==> src/rtl/spac_pkg.sv <==
// Constants, code table and types shared by the servo alarm coder
//
// Summary of operation
// - Scale error bit n raises 51 sub n
// - Scale status alarm held until power-cycle; panel clear is only recorded
// - Broken scale A/B/Z wiring raises 55 sub 0..2
// - Current offset error raises 70, U=0, W=1
// - Thermal protector error raises 72 sub 0
// - Silent own-axis bus with execution right raises 80
// - Timeout period zero disables bus timeout alarm
// - Forced alarm input raises 87 sub 0
// - Semi-closed absolute recovery failure raises 92 sub 0
// - Full-closed absolute block recovery failure raises 92/1
// - Multi-turn limit mismatch raises 92 sub 3
// - Gear ratio out of range raises 93 sub 0
// - Block op without bus connection raises 93/0
// - Non-clearable alarms ignore clear input until power-cycle
`default_nettype none

package spac_pkg;

   // ==========================================================
   // Alarm sources and their codes
   // ==========================================================
   localparam int NUM_ALM = 19;
   localparam int NUM_SCALE = 6;

   typedef struct packed {
      logic [7:0] main_code;
      logic [7:0] sub_code;
   } spac_code_t;

   // Source index order is also the reporting priority (lowest first)
   localparam spac_code_t [NUM_ALM-1:0] ALM_TAB = {
      {8'h5D, 8'h00}, // 18: 93/0 block op without bus connection
      {8'h5D, 8'h00}, // 17: 93/0 gear ratio out of range
      {8'h5C, 8'h03}, // 16: 92/3 multi-turn limit mismatch
      {8'h5C, 8'h01}, // 15: 92/1 full-closed recovery failure
      {8'h5C, 8'h00}, // 14: 92/0 semi-closed recovery failure
      {8'h57, 8'h00}, // 13: 87/0 forced alarm
      {8'h50, 8'h00}, // 12: 80/0 bus timeout
      {8'h48, 8'h00}, // 11: 72/0 thermal protector
      {8'h46, 8'h01}, // 10: 70/1 W offset
      {8'h46, 8'h00}, //  9: 70/0 U offset
      {8'h37, 8'h02}, //  8: 55/2 Z wiring
      {8'h37, 8'h01}, //  7: 55/1 B wiring
      {8'h37, 8'h00}, //  6: 55/0 A wiring
      {8'h33, 8'h05}, {8'h33, 8'h04}, {8'h33, 8'h03},
      {8'h33, 8'h02}, {8'h33, 8'h01}, {8'h33, 8'h00} // 5..0: 51/n
   };

   // Sources that only a power-cycle (reset) removes
   localparam logic [NUM_ALM-1:0] NOCLR_MASK = 19'h001FF;

   // ==========================================================
   // Register map (byte addresses) and reset values
   // ==========================================================
   localparam logic [7:0] OFS_CFG = 8'h00;
   localparam logic [7:0] OFS_TIMEOUT = 8'h04;
   localparam logic [7:0] OFS_GEAR_NUM = 8'h08;
   localparam logic [7:0] OFS_GEAR_DEN = 8'h0C;
   localparam logic [7:0] OFS_MTURN = 8'h10;
   localparam logic [7:0] OFS_ALM_STAT = 8'h14;
   localparam logic [7:0] OFS_CODE = 8'h18;
   localparam logic [7:0] OFS_IRQ_STAT = 8'h1C;
   localparam logic [7:0] OFS_IRQ_CLR = 8'h20;
   localparam logic [7:0] OFS_IRQ_EN = 8'h24;

   localparam logic [15:0] RST_GEAR = 16'h0001;
   localparam logic [15:0] RST_MTURN = 16'hFFFF;
   localparam int CODE_VALID_BIT = 16;
   localparam int CODE_PANEL_BIT = 17;

   // Gear ratio limits with block operation active
   localparam logic [31:0] GEAR_MIN_DIV = 32'h0000_03E8; // 1/1000
   localparam logic [31:0] GEAR_MAX_MUL = 32'h0000_1F40; // 8000

   // ==========================================================
   // Timing
   // ==========================================================
   localparam int CLK_PERIOD_NS = 4;
   localparam int TICK_NS = 1000000; // Timeout period unit: 1 ms
   localparam int TICK_CYC = TICK_NS / CLK_PERIOD_NS;

endpackage

`default_nettype wire

==> src/rtl/spac_bus_watchdog.sv <==
// Own-axis bus silence watchdog counting in timeout ticks
`default_nettype none

module spac_bus_watchdog
   import spac_pkg::*;
#(
   parameter int TICK_CYCLES = TICK_CYC
)
(
   input wire logic mclk,
   input wire logic rst,
   input wire logic exec_right,
   input wire logic frame_own,
   input wire logic [15:0] period,
   output logic expired
);

   initial
   begin
      if (TICK_CYCLES < 1)
         $error("TICK_CYCLES must be at least 1");
   end

   logic [31:0] pre_q;
   logic [15:0] cnt_q;
   logic armed;
   logic tick;

   // Zero period switches the watchdog off entirely
   assign armed = exec_right && (period != 16'h0000);
   assign tick = (pre_q == 32'(TICK_CYCLES - 1));

   // Prescaler restarts with every own-axis frame so silence is timed fully
   always_ff @(posedge mclk or posedge rst)
   begin
      if (rst)
         pre_q <= 32'h0000_0000;
      else if (!armed || frame_own || tick)
         pre_q <= 32'h0000_0000;
      else
         pre_q <= pre_q + 32'h0000_0001;
   end

   // Silence counter in ticks; saturates at the period
   always_ff @(posedge mclk or posedge rst)
   begin
      if (rst)
         cnt_q <= 16'h0000;
      else if (!armed || frame_own)
         cnt_q <= 16'h0000;
      else if (tick && cnt_q != period)
         cnt_q <= cnt_q + 16'h0001;
   end

   // Level while the silence has lasted the whole period
   always_ff @(posedge mclk or posedge rst)
   begin
      if (rst)
         expired <= 1'b0;
      else
         expired <= armed && !frame_own && (cnt_q >= period);
   end

endmodule // spac_bus_watchdog

`default_nettype wire

==> src/rtl/spac_alarm_coder.sv <==
// Servo protection alarm latch, coder and APB register file
`default_nettype none

module spac_alarm_coder
   import spac_pkg::*;
#(
   parameter int TICK_CYCLES = TICK_CYC,
   parameter int MTURN_W = 16
)
(
   input wire logic mclk,
   input wire logic rst,
   // APB slave
   input wire logic psel,
   input wire logic penable,
   input wire logic pwrite,
   input wire logic [7:0] paddr,
   input wire logic [31:0] pwdata,
   output logic [31:0] prdata,
   output logic pready,
   output logic pslverr,
   // Fault sources
   input wire logic [NUM_SCALE-1:0] scale_error_code,
   input wire logic [2:0] phase_broken,
   input wire logic [1:0] offset_err,
   input wire logic thermal_err,
   input wire logic exec_right,
   input wire logic frame_own,
   input wire logic forced_alarm,
   input wire logic semi_abs_init_fail,
   input wire logic full_abs_init_fail,
   input wire logic cont_rot_abs_mode,
   input wire logic [MTURN_W-1:0] enc_mturn_limit,
   input wire logic alarm_clear_input,
   input wire logic panel_scale_clear,
   // Reporting
   output logic alarm_active,
   output spac_code_t alarm_code,
   output logic irq
);

   initial
   begin
      if (MTURN_W < 1 || MTURN_W > 16)
         $error("MTURN_W must lie in 1..16");
      if (TICK_CYCLES < 1)
         $error("TICK_CYCLES must be at least 1");
      // Code table, clear mask and source vector share one layout
      if (NUM_ALM != NUM_SCALE + 13)
         $error("alarm table does not match the source vector");
   end

   // ==========================================================
   // Configuration registers
   // ==========================================================
   logic [7:0] block_op_setting_q;
   logic [7:0] bus_connection_setting_q;
   logic [15:0] comm_timeout_period_q;
   logic [15:0] gear_num_q;
   logic [15:0] gear_den_q;
   logic [MTURN_W-1:0] mturn_limit_q;
   logic [NUM_ALM-1:0] irq_en_q;

   // Alarm and interrupt state
   logic [NUM_ALM-1:0] alm_q;
   logic [NUM_ALM-1:0] irq_stat_q;
   logic panel_cleared_q;
   logic bus_expired;

   // APB decode
   logic acc;
   logic wr_en;
   logic hit;
   logic [31:0] rd_d;
   logic clr_wr;

   // Access completes on the second access cycle
   assign acc = psel && penable && !pready;
   assign wr_en = psel && penable && pready && pwrite;
   // Write-one-clear strobe; a same-cycle event still sets the bit
   assign clr_wr = wr_en && (paddr == OFS_IRQ_CLR);

   // Config writes take effect at the edge that samples pready high
   always_ff @(posedge mclk or posedge rst)
   begin
      if (rst)
      begin
         block_op_setting_q <= 8'h00;
         bus_connection_setting_q <= 8'h00;
         comm_timeout_period_q <= 16'h0000;
         gear_num_q <= RST_GEAR;
         gear_den_q <= RST_GEAR;
         mturn_limit_q <= MTURN_W'(RST_MTURN);
         irq_en_q <= '0;
      end
      else if (wr_en)
      begin
         // Read-only and unmapped offsets fall to the default untouched
         unique case (paddr)
            OFS_CFG:
            begin
               block_op_setting_q <= pwdata[7:0];
               bus_connection_setting_q <= pwdata[15:8];
            end
            OFS_TIMEOUT: comm_timeout_period_q <= pwdata[15:0];
            OFS_GEAR_NUM: gear_num_q <= pwdata[15:0];
            OFS_GEAR_DEN: gear_den_q <= pwdata[15:0];
            OFS_MTURN: mturn_limit_q <= pwdata[MTURN_W-1:0];
            OFS_IRQ_EN: irq_en_q <= pwdata[NUM_ALM-1:0];
            default: ;
         endcase
      end
   end

   // ==========================================================
   // Fault detection
   // ==========================================================
   logic blk_on;
   logic [31:0] num_scaled;
   logic [31:0] den_scaled;
   logic gear_bad;
   logic mturn_bad;
   logic [NUM_ALM-1:0] src;

   assign blk_on = (block_op_setting_q != 8'h00);
   // Products fit 32 bits: 16-bit operand times a 13-bit limit
   assign num_scaled = 32'(gear_num_q) * GEAR_MIN_DIV;
   assign den_scaled = 32'(gear_den_q) * GEAR_MAX_MUL;
   // Zero terms are always invalid; the 1/1000..8000 window applies
   // only with block operation, which is where the host must keep it
   assign gear_bad = (gear_num_q == 16'h0000) || (gear_den_q == 16'h0000)
      || (blk_on && ((num_scaled < 32'(gear_den_q))
      || (32'(gear_num_q) > den_scaled)));
   assign mturn_bad = cont_rot_abs_mode
      && (enc_mturn_limit != mturn_limit_q);

   // Silence watchdog; a zero period keeps it idle
   spac_bus_watchdog #(
      .TICK_CYCLES(TICK_CYCLES)
   ) u_wdog (
      .mclk(mclk),
      .rst(rst),
      .exec_right(exec_right),
      .frame_own(frame_own),
      .period(comm_timeout_period_q),
      .expired(bus_expired)
   );

   // Source vector in table order; the index is also the priority
   // Scale status bits sit at 0..5, wiring A, B, Z at 6..8
   assign src[NUM_SCALE-1:0] = scale_error_code;
   assign src[8:6] = phase_broken;
   // Offset U then W, then thermal, bus silence and forced alarm
   assign src[10:9] = offset_err;
   assign src[11] = thermal_err;
   assign src[12] = bus_expired;
   assign src[13] = forced_alarm;
   // The full-closed recovery check only counts with block operation
   assign src[14] = semi_abs_init_fail;
   assign src[15] = full_abs_init_fail && blk_on;
   assign src[16] = mturn_bad;
   // Both setup faults report 93/0 but keep separate status bits
   assign src[17] = gear_bad;
   assign src[18] = blk_on && (bus_connection_setting_q == 8'h00);

   // ==========================================================
   // Alarm latches
   // ==========================================================
   // A present cause always wins over the clear input, so an event in
   // the clearing cycle is kept; masked sources only leave on reset
   // Limitation: a cause still present keeps its alarm latched through any clear
   genvar gi;
   generate
      for (gi = 0; gi < NUM_ALM; gi++)
      begin : g_alm
         always_ff @(posedge mclk or posedge rst)
         begin
            if (rst)
               alm_q[gi] <= 1'b0;
            else if (src[gi])
               alm_q[gi] <= 1'b1;
            else if (alarm_clear_input && !NOCLR_MASK[gi])
               alm_q[gi] <= 1'b0;
         end

         // Interrupt status marks each new latch; write-one clears
         always_ff @(posedge mclk or posedge rst)
         begin
            if (rst)
               irq_stat_q[gi] <= 1'b0;
            else if (src[gi] && !alm_q[gi])
               irq_stat_q[gi] <= 1'b1;
            else if (clr_wr && pwdata[gi])
               irq_stat_q[gi] <= 1'b0;
         end
      end
   endgenerate

   // Panel clear of a scale status fault is only recorded; the alarm
   // itself stays until the following power-cycle
   always_ff @(posedge mclk or posedge rst)
   begin
      if (rst)
         panel_cleared_q <= 1'b0;
      else if (panel_scale_clear && (alm_q[NUM_SCALE-1:0] != '0))
         panel_cleared_q <= 1'b1;
   end

   // ==========================================================
   // Code reporting
   // ==========================================================
   spac_code_t code_d;
   logic any_d;

   // Lowest active index is reported first
   // The loop runs downward, so the last hit is the lowest index
   always_comb
   begin
      code_d = '0;
      any_d = 1'b0;
      for (int i = NUM_ALM - 1; i >= 0; i--)
      begin
         if (alm_q[i])
         begin
            code_d = ALM_TAB[i];
            any_d = 1'b1;
         end
      end
   end

   // Outputs are registered so a host never sees a half-updated pair
   always_ff @(posedge mclk or posedge rst)
   begin
      if (rst)
      begin
         alarm_code <= '0;
         alarm_active <= 1'b0;
      end
      else
      begin
         alarm_code <= code_d;
         alarm_active <= any_d;
      end
   end

   // Level interrupt while any enabled status bit is set
   always_ff @(posedge mclk or posedge rst)
   begin
      if (rst)
         irq <= 1'b0;
      else
         irq <= |(irq_stat_q & irq_en_q);
   end

   // ==========================================================
   // APB read path and handshake
   // ==========================================================
   always_comb
   begin
      rd_d = 32'h0000_0000;
      hit = 1'b1;
      unique case (paddr)
         OFS_CFG: rd_d = {16'h0000, bus_connection_setting_q, block_op_setting_q};
         OFS_TIMEOUT: rd_d = {16'h0000, comm_timeout_period_q};
         OFS_GEAR_NUM: rd_d = {16'h0000, gear_num_q};
         OFS_GEAR_DEN: rd_d = {16'h0000, gear_den_q};
         OFS_MTURN: rd_d = 32'(mturn_limit_q);
         OFS_ALM_STAT: rd_d = 32'(alm_q);
         // Bit 17 tells software that only a power-cycle remains
         OFS_CODE:
         begin
            rd_d = {16'h0000, alarm_code};
            rd_d[CODE_VALID_BIT] = alarm_active;
            rd_d[CODE_PANEL_BIT] = panel_cleared_q;
         end
         OFS_IRQ_STAT: rd_d = 32'(irq_stat_q);
         OFS_IRQ_CLR: rd_d = 32'h0000_0000; // Write-only
         OFS_IRQ_EN: rd_d = 32'(irq_en_q);
         default: hit = 1'b0;
      endcase
   end

   // One wait state; unmapped addresses answer with an error
   // prdata holds after the access so a slow master still sees it
   always_ff @(posedge mclk or posedge rst)
   begin
      if (rst)
      begin
         pready <= 1'b0;
         pslverr <= 1'b0;
         prdata <= 32'h0000_0000;
      end
      else
      begin
         pready <= acc;
         pslverr <= acc && !hit;
         if (acc && !pwrite)
            prdata <= rd_d;
      end
   end

endmodule // spac_alarm_coder

`default_nettype wire

==> config.mk <==
export PLATFORM = sky130hd
export DESIGN_NAME = spac_alarm_coder
export DESIGN_NICKNAME = d
export VERILOG_FILES = /design/src/rtl/spac_pkg.sv /design/src/rtl/spac_bus_watchdog.sv /design/src/rtl/spac_alarm_coder.sv
export SDC_FILE = /design/constraint.sdc
export NUM_CORES = 1
export LEC_CHECK = 0
export BUFFER_PORTS_ARGS = -buffer_cell sky130_fd_sc_hd__buf_2
export CORE_AREA = 10 10 188 190
export DETAILED_ROUTE_END_ITERATION = 10
export DIE_AREA = 0 0 198 200
export GPL_ROUTABILITY_DRIVEN = 0
export PLACE_DENSITY = 0.77
export SYNTH_ARGS = -nofsm -noshare
export SYNTH_HDL_FRONTEND = slang
export SYNTH_SLANG_ARGS = --single-unit
==> constraint.sdc <==
create_clock -name mclk -period 12.4 [get_ports mclk]
set_input_delay 3.72 -clock mclk [delete_from_list [all_inputs] [get_ports mclk]]
set_output_delay 3.72 -clock mclk [all_outputs]
set_load 0.1 [all_outputs]
# Word-level counts from Yosys, hierarchy flattened
# Index checks and enable logic that the tools add are counted.
[word_totals]
input_bits = 81
out_inout_bits = 52
elab_cells = 296
reg_bits = 239
[classes]
n_lt_le_gt_ge = 3
bitwise = 1
muxes = 92
n_mul = 2
addsub = 2
eq_ne = 12
reduce_logical = 128
[op_table]
columns = ["op", "count"]
rows = [
  ["$mux W16", 20],
  ["$pmux W19 S9", 1],
  ["$mux W1", 69],
  ["$reduce_bool A2 Y1", 30],
  ["$logic_and A1 B1 Y1", 54],
  ["$mul A16 B7 Y23 const B", 2],
  ["$add A32 B1 Y32 const B", 1],
  ["$eq A32 B18 Y1 const B", 1],
  ["$eq A8 B5 Y1 const B", 4],
  ["$logic_not A16 Y1", 2],
  ["$mux W32", 1],
  ["$ne A16 B16 Y1", 2],
  ["$gt A16 B29 Y1", 1],
  ["$lt A26 B16 Y1", 1],
  ["$logic_not A1 Y1", 24],
  ["$and A19 B19 Y19", 1],
  ["$reduce_or A19 Y1", 1],
  ["$add A16 B1 Y16 const B", 1],
  ["$eq A8 B4 Y1 const B", 2],
  ["$eq A8 B6 Y1 const B", 2],
  ["$ge A16 B16 Y1", 1],
  ["$logic_not A8 Y1", 2],
  ["$reduce_bool A16 Y1", 1],
  ["$mux W15", 1],
  ["other kinds (6)", 15],
]

# Logic depth before layout (Yosys ltp)
[logic_depth]
word_depth = 19
mapped_depth = 22
depth_no_buf = 22

# Modules after synthesis
# A second synthesis with hierarchy kept.
[unflattened]
cells_unflattened = 1686
area_unflattened_um2 = 17232.8
[modules_own_cells]
columns = ["mod", "seq_area_each_um2", "instances", "area_per_inst_um2", "cells_each"]
rows = [
  ["spac_alarm_coder", 4301.6, 1, 14232.4, 1368],
  ["spac_bus_watchdog", 1226.2, 1, 3000.4, 318],
]

# Worst setup path after synthesis
# No wires, ideal clock.
[synth_timing]
path_type = "input-to-reg"
startpoint = "input paddr[4]"
endpoint = "register irq_stat_q[13]"
t_required_ps = 12264
stages = 6
path_slack_ps = 6856
n_path_buf = 1
setup_time_ps = 136
arrival_time_ps = 5408
path_cell_list = "or4b_2 -> nor4_2 -> clkbuf_1 -> nand2_1 -> nand2_1 -> o21ai_0"
[synth_between]
elab_chain_len = 4
[synth_rtl]
columns = ["item", "line", "rtl"]
rows = [
  ["start: declaration", "spac_alarm_coder.sv:17", "input wire logic [7:0] paddr,"],
  ["$eq A8 B6 Y1", "spac_alarm_coder.sv:81", "assign clr_wr = wr_en && (paddr == OFS_IRQ_CLR);"],
  ["$logic_and A1 B1 Y1", "spac_alarm_coder.sv:81", ""],
  ["$logic_and A1 B1 Y1", "spac_alarm_coder.sv:193", "else if (clr_wr && pwdata[gi])"],
  ["$reduce_bool A2 Y1 (no source line)", "-", ""],
  ["end signal: indexed assignment", "spac_alarm_coder.sv:190", "irq_stat_q[gi] <= 1'b0;"],
  ["end signal: indexed assignment", "spac_alarm_coder.sv:192", "irq_stat_q[gi] <= 1'b1;"],
  ["end signal: indexed assignment", "spac_alarm_coder.sv:194", "irq_stat_q[gi] <= 1'b0;"],
  ["end: declaration", "spac_alarm_coder.sv:66", "logic [NUM_ALM-1:0] irq_stat_q;"],
]
# No other way between the ends.
# A chain may end at the register's enable or synchronous reset.

# Worst setup path in the final report
[layout_timing]
startpoint = "register gear_num_q[2]"
endpoint = "register irq_stat_q[17]"
[layout_between]
elab_chain_len = 7
word_cells_on_any_way = 11
cone_classes = "mul: 1; order compare: 2; mux: 1; reduce/logical: 7"
[layout_rtl]
columns = ["item", "line", "rtl"]
rows = [
  ["start: declaration", "spac_alarm_coder.sv:59", "logic [15:0] gear_num_q;"],
  ["start signal: assignment", "spac_alarm_coder.sv:106", "OFS_GEAR_NUM: gear_num_q <= pwdata[15:0];"],
  ["$mul A16 B7 Y23", "spac_alarm_coder.sv:127", "assign num_scaled = 32'(gear_num_q) * GEAR_MIN_DIV;"],
  ["$lt A26 B16 Y1", "spac_alarm_coder.sv:132", "|| (blk_on && ((num_scaled < 32'(gear_den_q))"],
  ["$logic_or A1 B1 Y1", "spac_alarm_coder.sv:133", "|| (32'(gear_num_q) > den_scaled)));"],
  ["$logic_and A1 B1 Y1", "spac_alarm_coder.sv:132", ""],
  ["$logic_or A1 B1 Y1 *", "spac_alarm_coder.sv:132", ""],
  ["$logic_and A1 B1 Y1 *", "spac_alarm_coder.sv:191", "else if (src[gi] && !alm_q[gi])"],
  ["$mux W1 / $reduce_bool A2 Y1 (equally long branches)", "-", ""],
]
# Every way passes the cells marked *; elsewhere a longest branch is shown, timed or not.

==> summary.txt <==
Run status
  – Status: finished clean

Logic synthesis
  – Post-synth EDFFs: 0
  – Sequential area share after synthesis: 0.321
  – Most common flop cell mapped by yosys: dfrtp_1
  – Synth Register Bits: between 200 and 250
  – Leading area contributor after synthesis: dfrtp_1
  – Mapped Cells: about 1700
  – Distinct cells, synth: 70
  – Adder-cell area share of the yosys netlist: 0.243
  – Mux share of post-synthesis cell area: 0.0677
  – XOR/XNOR share of the synthesized area: 0.0384
  – Synth Area in Compound Gates: 0.129
  – Synth cell count leaders: 217 x inv_1, 202 x dfrtp_1, 161 x ha_1
  – Largest family of logic cells by synthesized area: adder cells
  – Synth Area in Simple Gates: 0.136
  – Top-count cell post-synth: inv_1
  – Synth area leaders: dfrtp_1 29%, fa_1 13%, ha_1 12%
  – Synth async-reset ratio: 1.00
  – Synthesized cell area: 0.0172 sq mm
  – Yosys top cell area share: 0.294
  – Syn avg cell area: 9.90 sq um
  – Yosys warning total: 0

Die
  – # IOs: about 130
  – Die Span X: between 150 and 200 um
  – Core area: between 0.03 and 0.04 sq mm
  – Die Y: 200 um
  – Die area: 0.0396 sq mm
  – Initial Utilization: 0.548
  – Rows: 65

Power
  – Pwr dens: around 87 mW/mm^2
  – PnR Total Power: roughly 1.6 mW
  – Peak supply drop: 0.0000959 V
  – Static leakage: 8.86 nW

Worst setup path
  – Reg2reg start: gear_num_q[2]
  – CP max FO: 7
  – Critical-path cell list: inv_1, fa_1, fa_1, fa_1, fa_1, inv_1, ha_1, a21o_1, a21oi_1, nand2_1, a21o_1, a21oi_1, xnor2_1, ha_1, a21oi_1, o221ai_1, nor4_1, nand4_1, nor4_1, nand4_1, a31oi_1
  – Crit-path slowest cell: dfrtp_1
  – Flop-to-flop setup slack: 5930 ps
  – Kind of critical path: flop to flop
  – Worst path required time: approximately 13000 ps
  – CP dominant cell by count: fa_1
  – Element type at the critical path end: flop
  – R2R Path End: irq_stat_q[17]
  – Slowest stage delay, CP: 560 ps
  – Worst r2r path cells: 21
  – Critical Path Start Type: flop
  – WP data arrival: 6850 ps

Routing
  – Antenna Nets Post-Route: 0
  – Drt pass-1 iters: 6
  – WL/cell: 20.7 um
  – # DRC: 0
  – Via count: 13835
  – Drt total wl: 46500 um
  – First DRT Iteration DRCs: 1387
  – Vias per cell: 6.16

Timing
  – Period utilisation layout: 0.522
  – Min cycle time layout: 6470 ps
  – Slew headroom: 0.215
  – Setup TNS: 0 ps
  – Hold Slack: 474 ps
  – Clk_skew: 21.2 ps
  – RSZ-0062 raised after global routing: no
  – Slew Limit Fails: 0
  – Fmax: 155 MHz
  – Setup violators final: 0
  – Slew @ Worst Pin: ~1200 ps
  – Final Hold Vio Count: 0

Hold path
  – Hold path start: u_wdog.expired
  – Hold WC Path Type: flop to flop
  – Worst Hold Path EP: alm_q[12]
  – Hold path cells: 1

Cells and area
  – Multi-input gate area: 0.0107 sq mm
  – Synthesis-to-finish area growth: 9.04%
  – Layout cells sized above 1: 0.154
  – Fillers: 2598
  – Sequential cell area: 0.00553 sq mm
  – Layout Nets: approximately 2200
  – Layout Cell Area excl Fill: 0.0188 sq mm
  – Ant. Diodes: 0

Clocking
  – Clock transition at the registers of the reported paths: about 60 ps
  – CTS tree: built
  – Inserted Clock Buffers: 22
  – CTS Sinks: 220
  – Setup Buffers After CTS: 0
  – Max H-tree Level: 1
  – CTS Hold Bufs: 0
  – Clk Tree Root Cell: clkbuf_16
  – Clk_lat worst skew: about 520 ps
  – Longest Clk Path Bufs: 3
  – PostCTS Resize Cnt: 0

Place
  – Area after DPL: 0.0181 sq mm
  – Port Buf Inserts: 100
  – Hpwl dp: 36300 um

Global routing
  – First-pass GRT wire length: 73500 um
  – Vias in the first global route: 14009
  – Initial antenna violation count: 3
  – Largest net degree at the start of global routing: 145
  – Total Routing Usage GR: 0.232
  – Grt ovf: 0

Run
  – Max Cap Viol: 0
==> area by class of cell <==
class                      instances  share of cell area
timing repair buffer             108              0.0299
multi-input combinational       1259               0.568
inverter                         217              0.0438
tap                              402              0.0268
clock inverter                    12             0.00600
clock buffer                      28              0.0316
sequential                       220               0.294
==> stage by stage <==
step | utilization | instances | setup slack, ps
floorplan | - | 1757 | 2690
global placement | 0.576 | 2206 | 6060
detailed placement | 0.576 | 2206 | 5990
CTS | 0.598 | 2246 | 6010
global route | 0.598 | 2246 | 5660
finish | 0.598 | 2246 | 5930
==> state kept, by name, indices dropped and copies added, names as in the netlist <==
register                  count
irq_stat_q                   19
comm_timeout_period_q        16
mturn_limit_q                16
pready                        1
bus_connection_setting_q      8
panel_cleared_q               1
pslverr                       1
alarm_code                   10
gear_den_q                   16
block_op_setting_q            8
gear_num_q                   16
prdata                       19
alm_q                        19
irq_en_q                     19
u_wdog.pre_q                 32
u_wdog.expired                1
u_wdog.cnt_q                 16
irq                           1
alarm_active                  1
==> routing by layer <==
| metal | share of wire | routed length [um] | vias to the layer above | track usage |
|---|---|---|---|---|
| li1 | - | - | 6243 | - |
| met1 | 0.40 | 18700 | 6883 | 0.298 |
| met2 | 0.48 | 22200 | 594 | 0.379 |
| met3 | 0.087 | 4050 | 107 | 0.0532 |
| met4 | 0.031 | 1460 | 8 | 0.0763 |
| met5 | 0.0029 | 136 | - | 0.0127 |
==> worst max-delay path by stage <==
stage / endpoint / from / slack, ps / depth (start not counted)
6_report: irq_stat_q[17] / gear_num_q[2] / 5930 / 21
5_1_grt: irq_stat_q[17] / gear_num_q[2] / 5660 / 21
4_1_cts: irq_stat_q[17] / gear_num_q[2] / 6010 / 21
3_5_place_dp: gear_num_q[10] / paddr[5] / 5990 / 6
3_3_place_gp: gear_num_q[12] / paddr[5] / 6060 / 6
2_1_floorplan: alarm_active / rst / 2690 / 1
==> power breakdown <==
part	switching, mW	total (mW)	internal [mW]
Clock	0.291	0.657	0.365
Sequential	0.0175	0.754	0.736
Combinational	0.188	0.231	0.0427
==> critical path: cells and delay by family (launching register included) <==
family	cells	cell delay (ps)
AO/OA/AOI/OAI	7	1490
flip-flops	1	560
AND/OR/NAND/NOR	5	1210
adder cells (fa/ha/maj)	6	2680
buffers and inverters	2	240
XOR/XNOR	1	160
==> logic make-up after synthesis <==
family / count (synthesis)
compound gates: 322
xor+xnor: 74
fa+ha+maj: 269
buf+inv: 278
flops: 220
mux: 104
other cells: 1
simple gates: 471
==> layout by cell type, fill, tap and decap left out, types with 16 or more instances in the layout <==
master / instances
a21o_1: 28
a21oi_1: 64
a221oi_1: 24
a22oi_1: 30
a31oi_1: 16
buf_2: 100
clkbuf_16: 22
conb_1: 19
dfrtp_1: 202
dfstp_2: 18
fa_1: 108
ha_1: 161
inv_1: 216
mux2_2: 100
nand2_1: 109
nand3_1: 48
nand4_1: 28
nor2_1: 127
nor3_1: 22
nor4_1: 27
o21ai_0: 60
xnor2_1: 31
xor2_1: 42
Note: power is estimated with default switching activity, not from simulation.
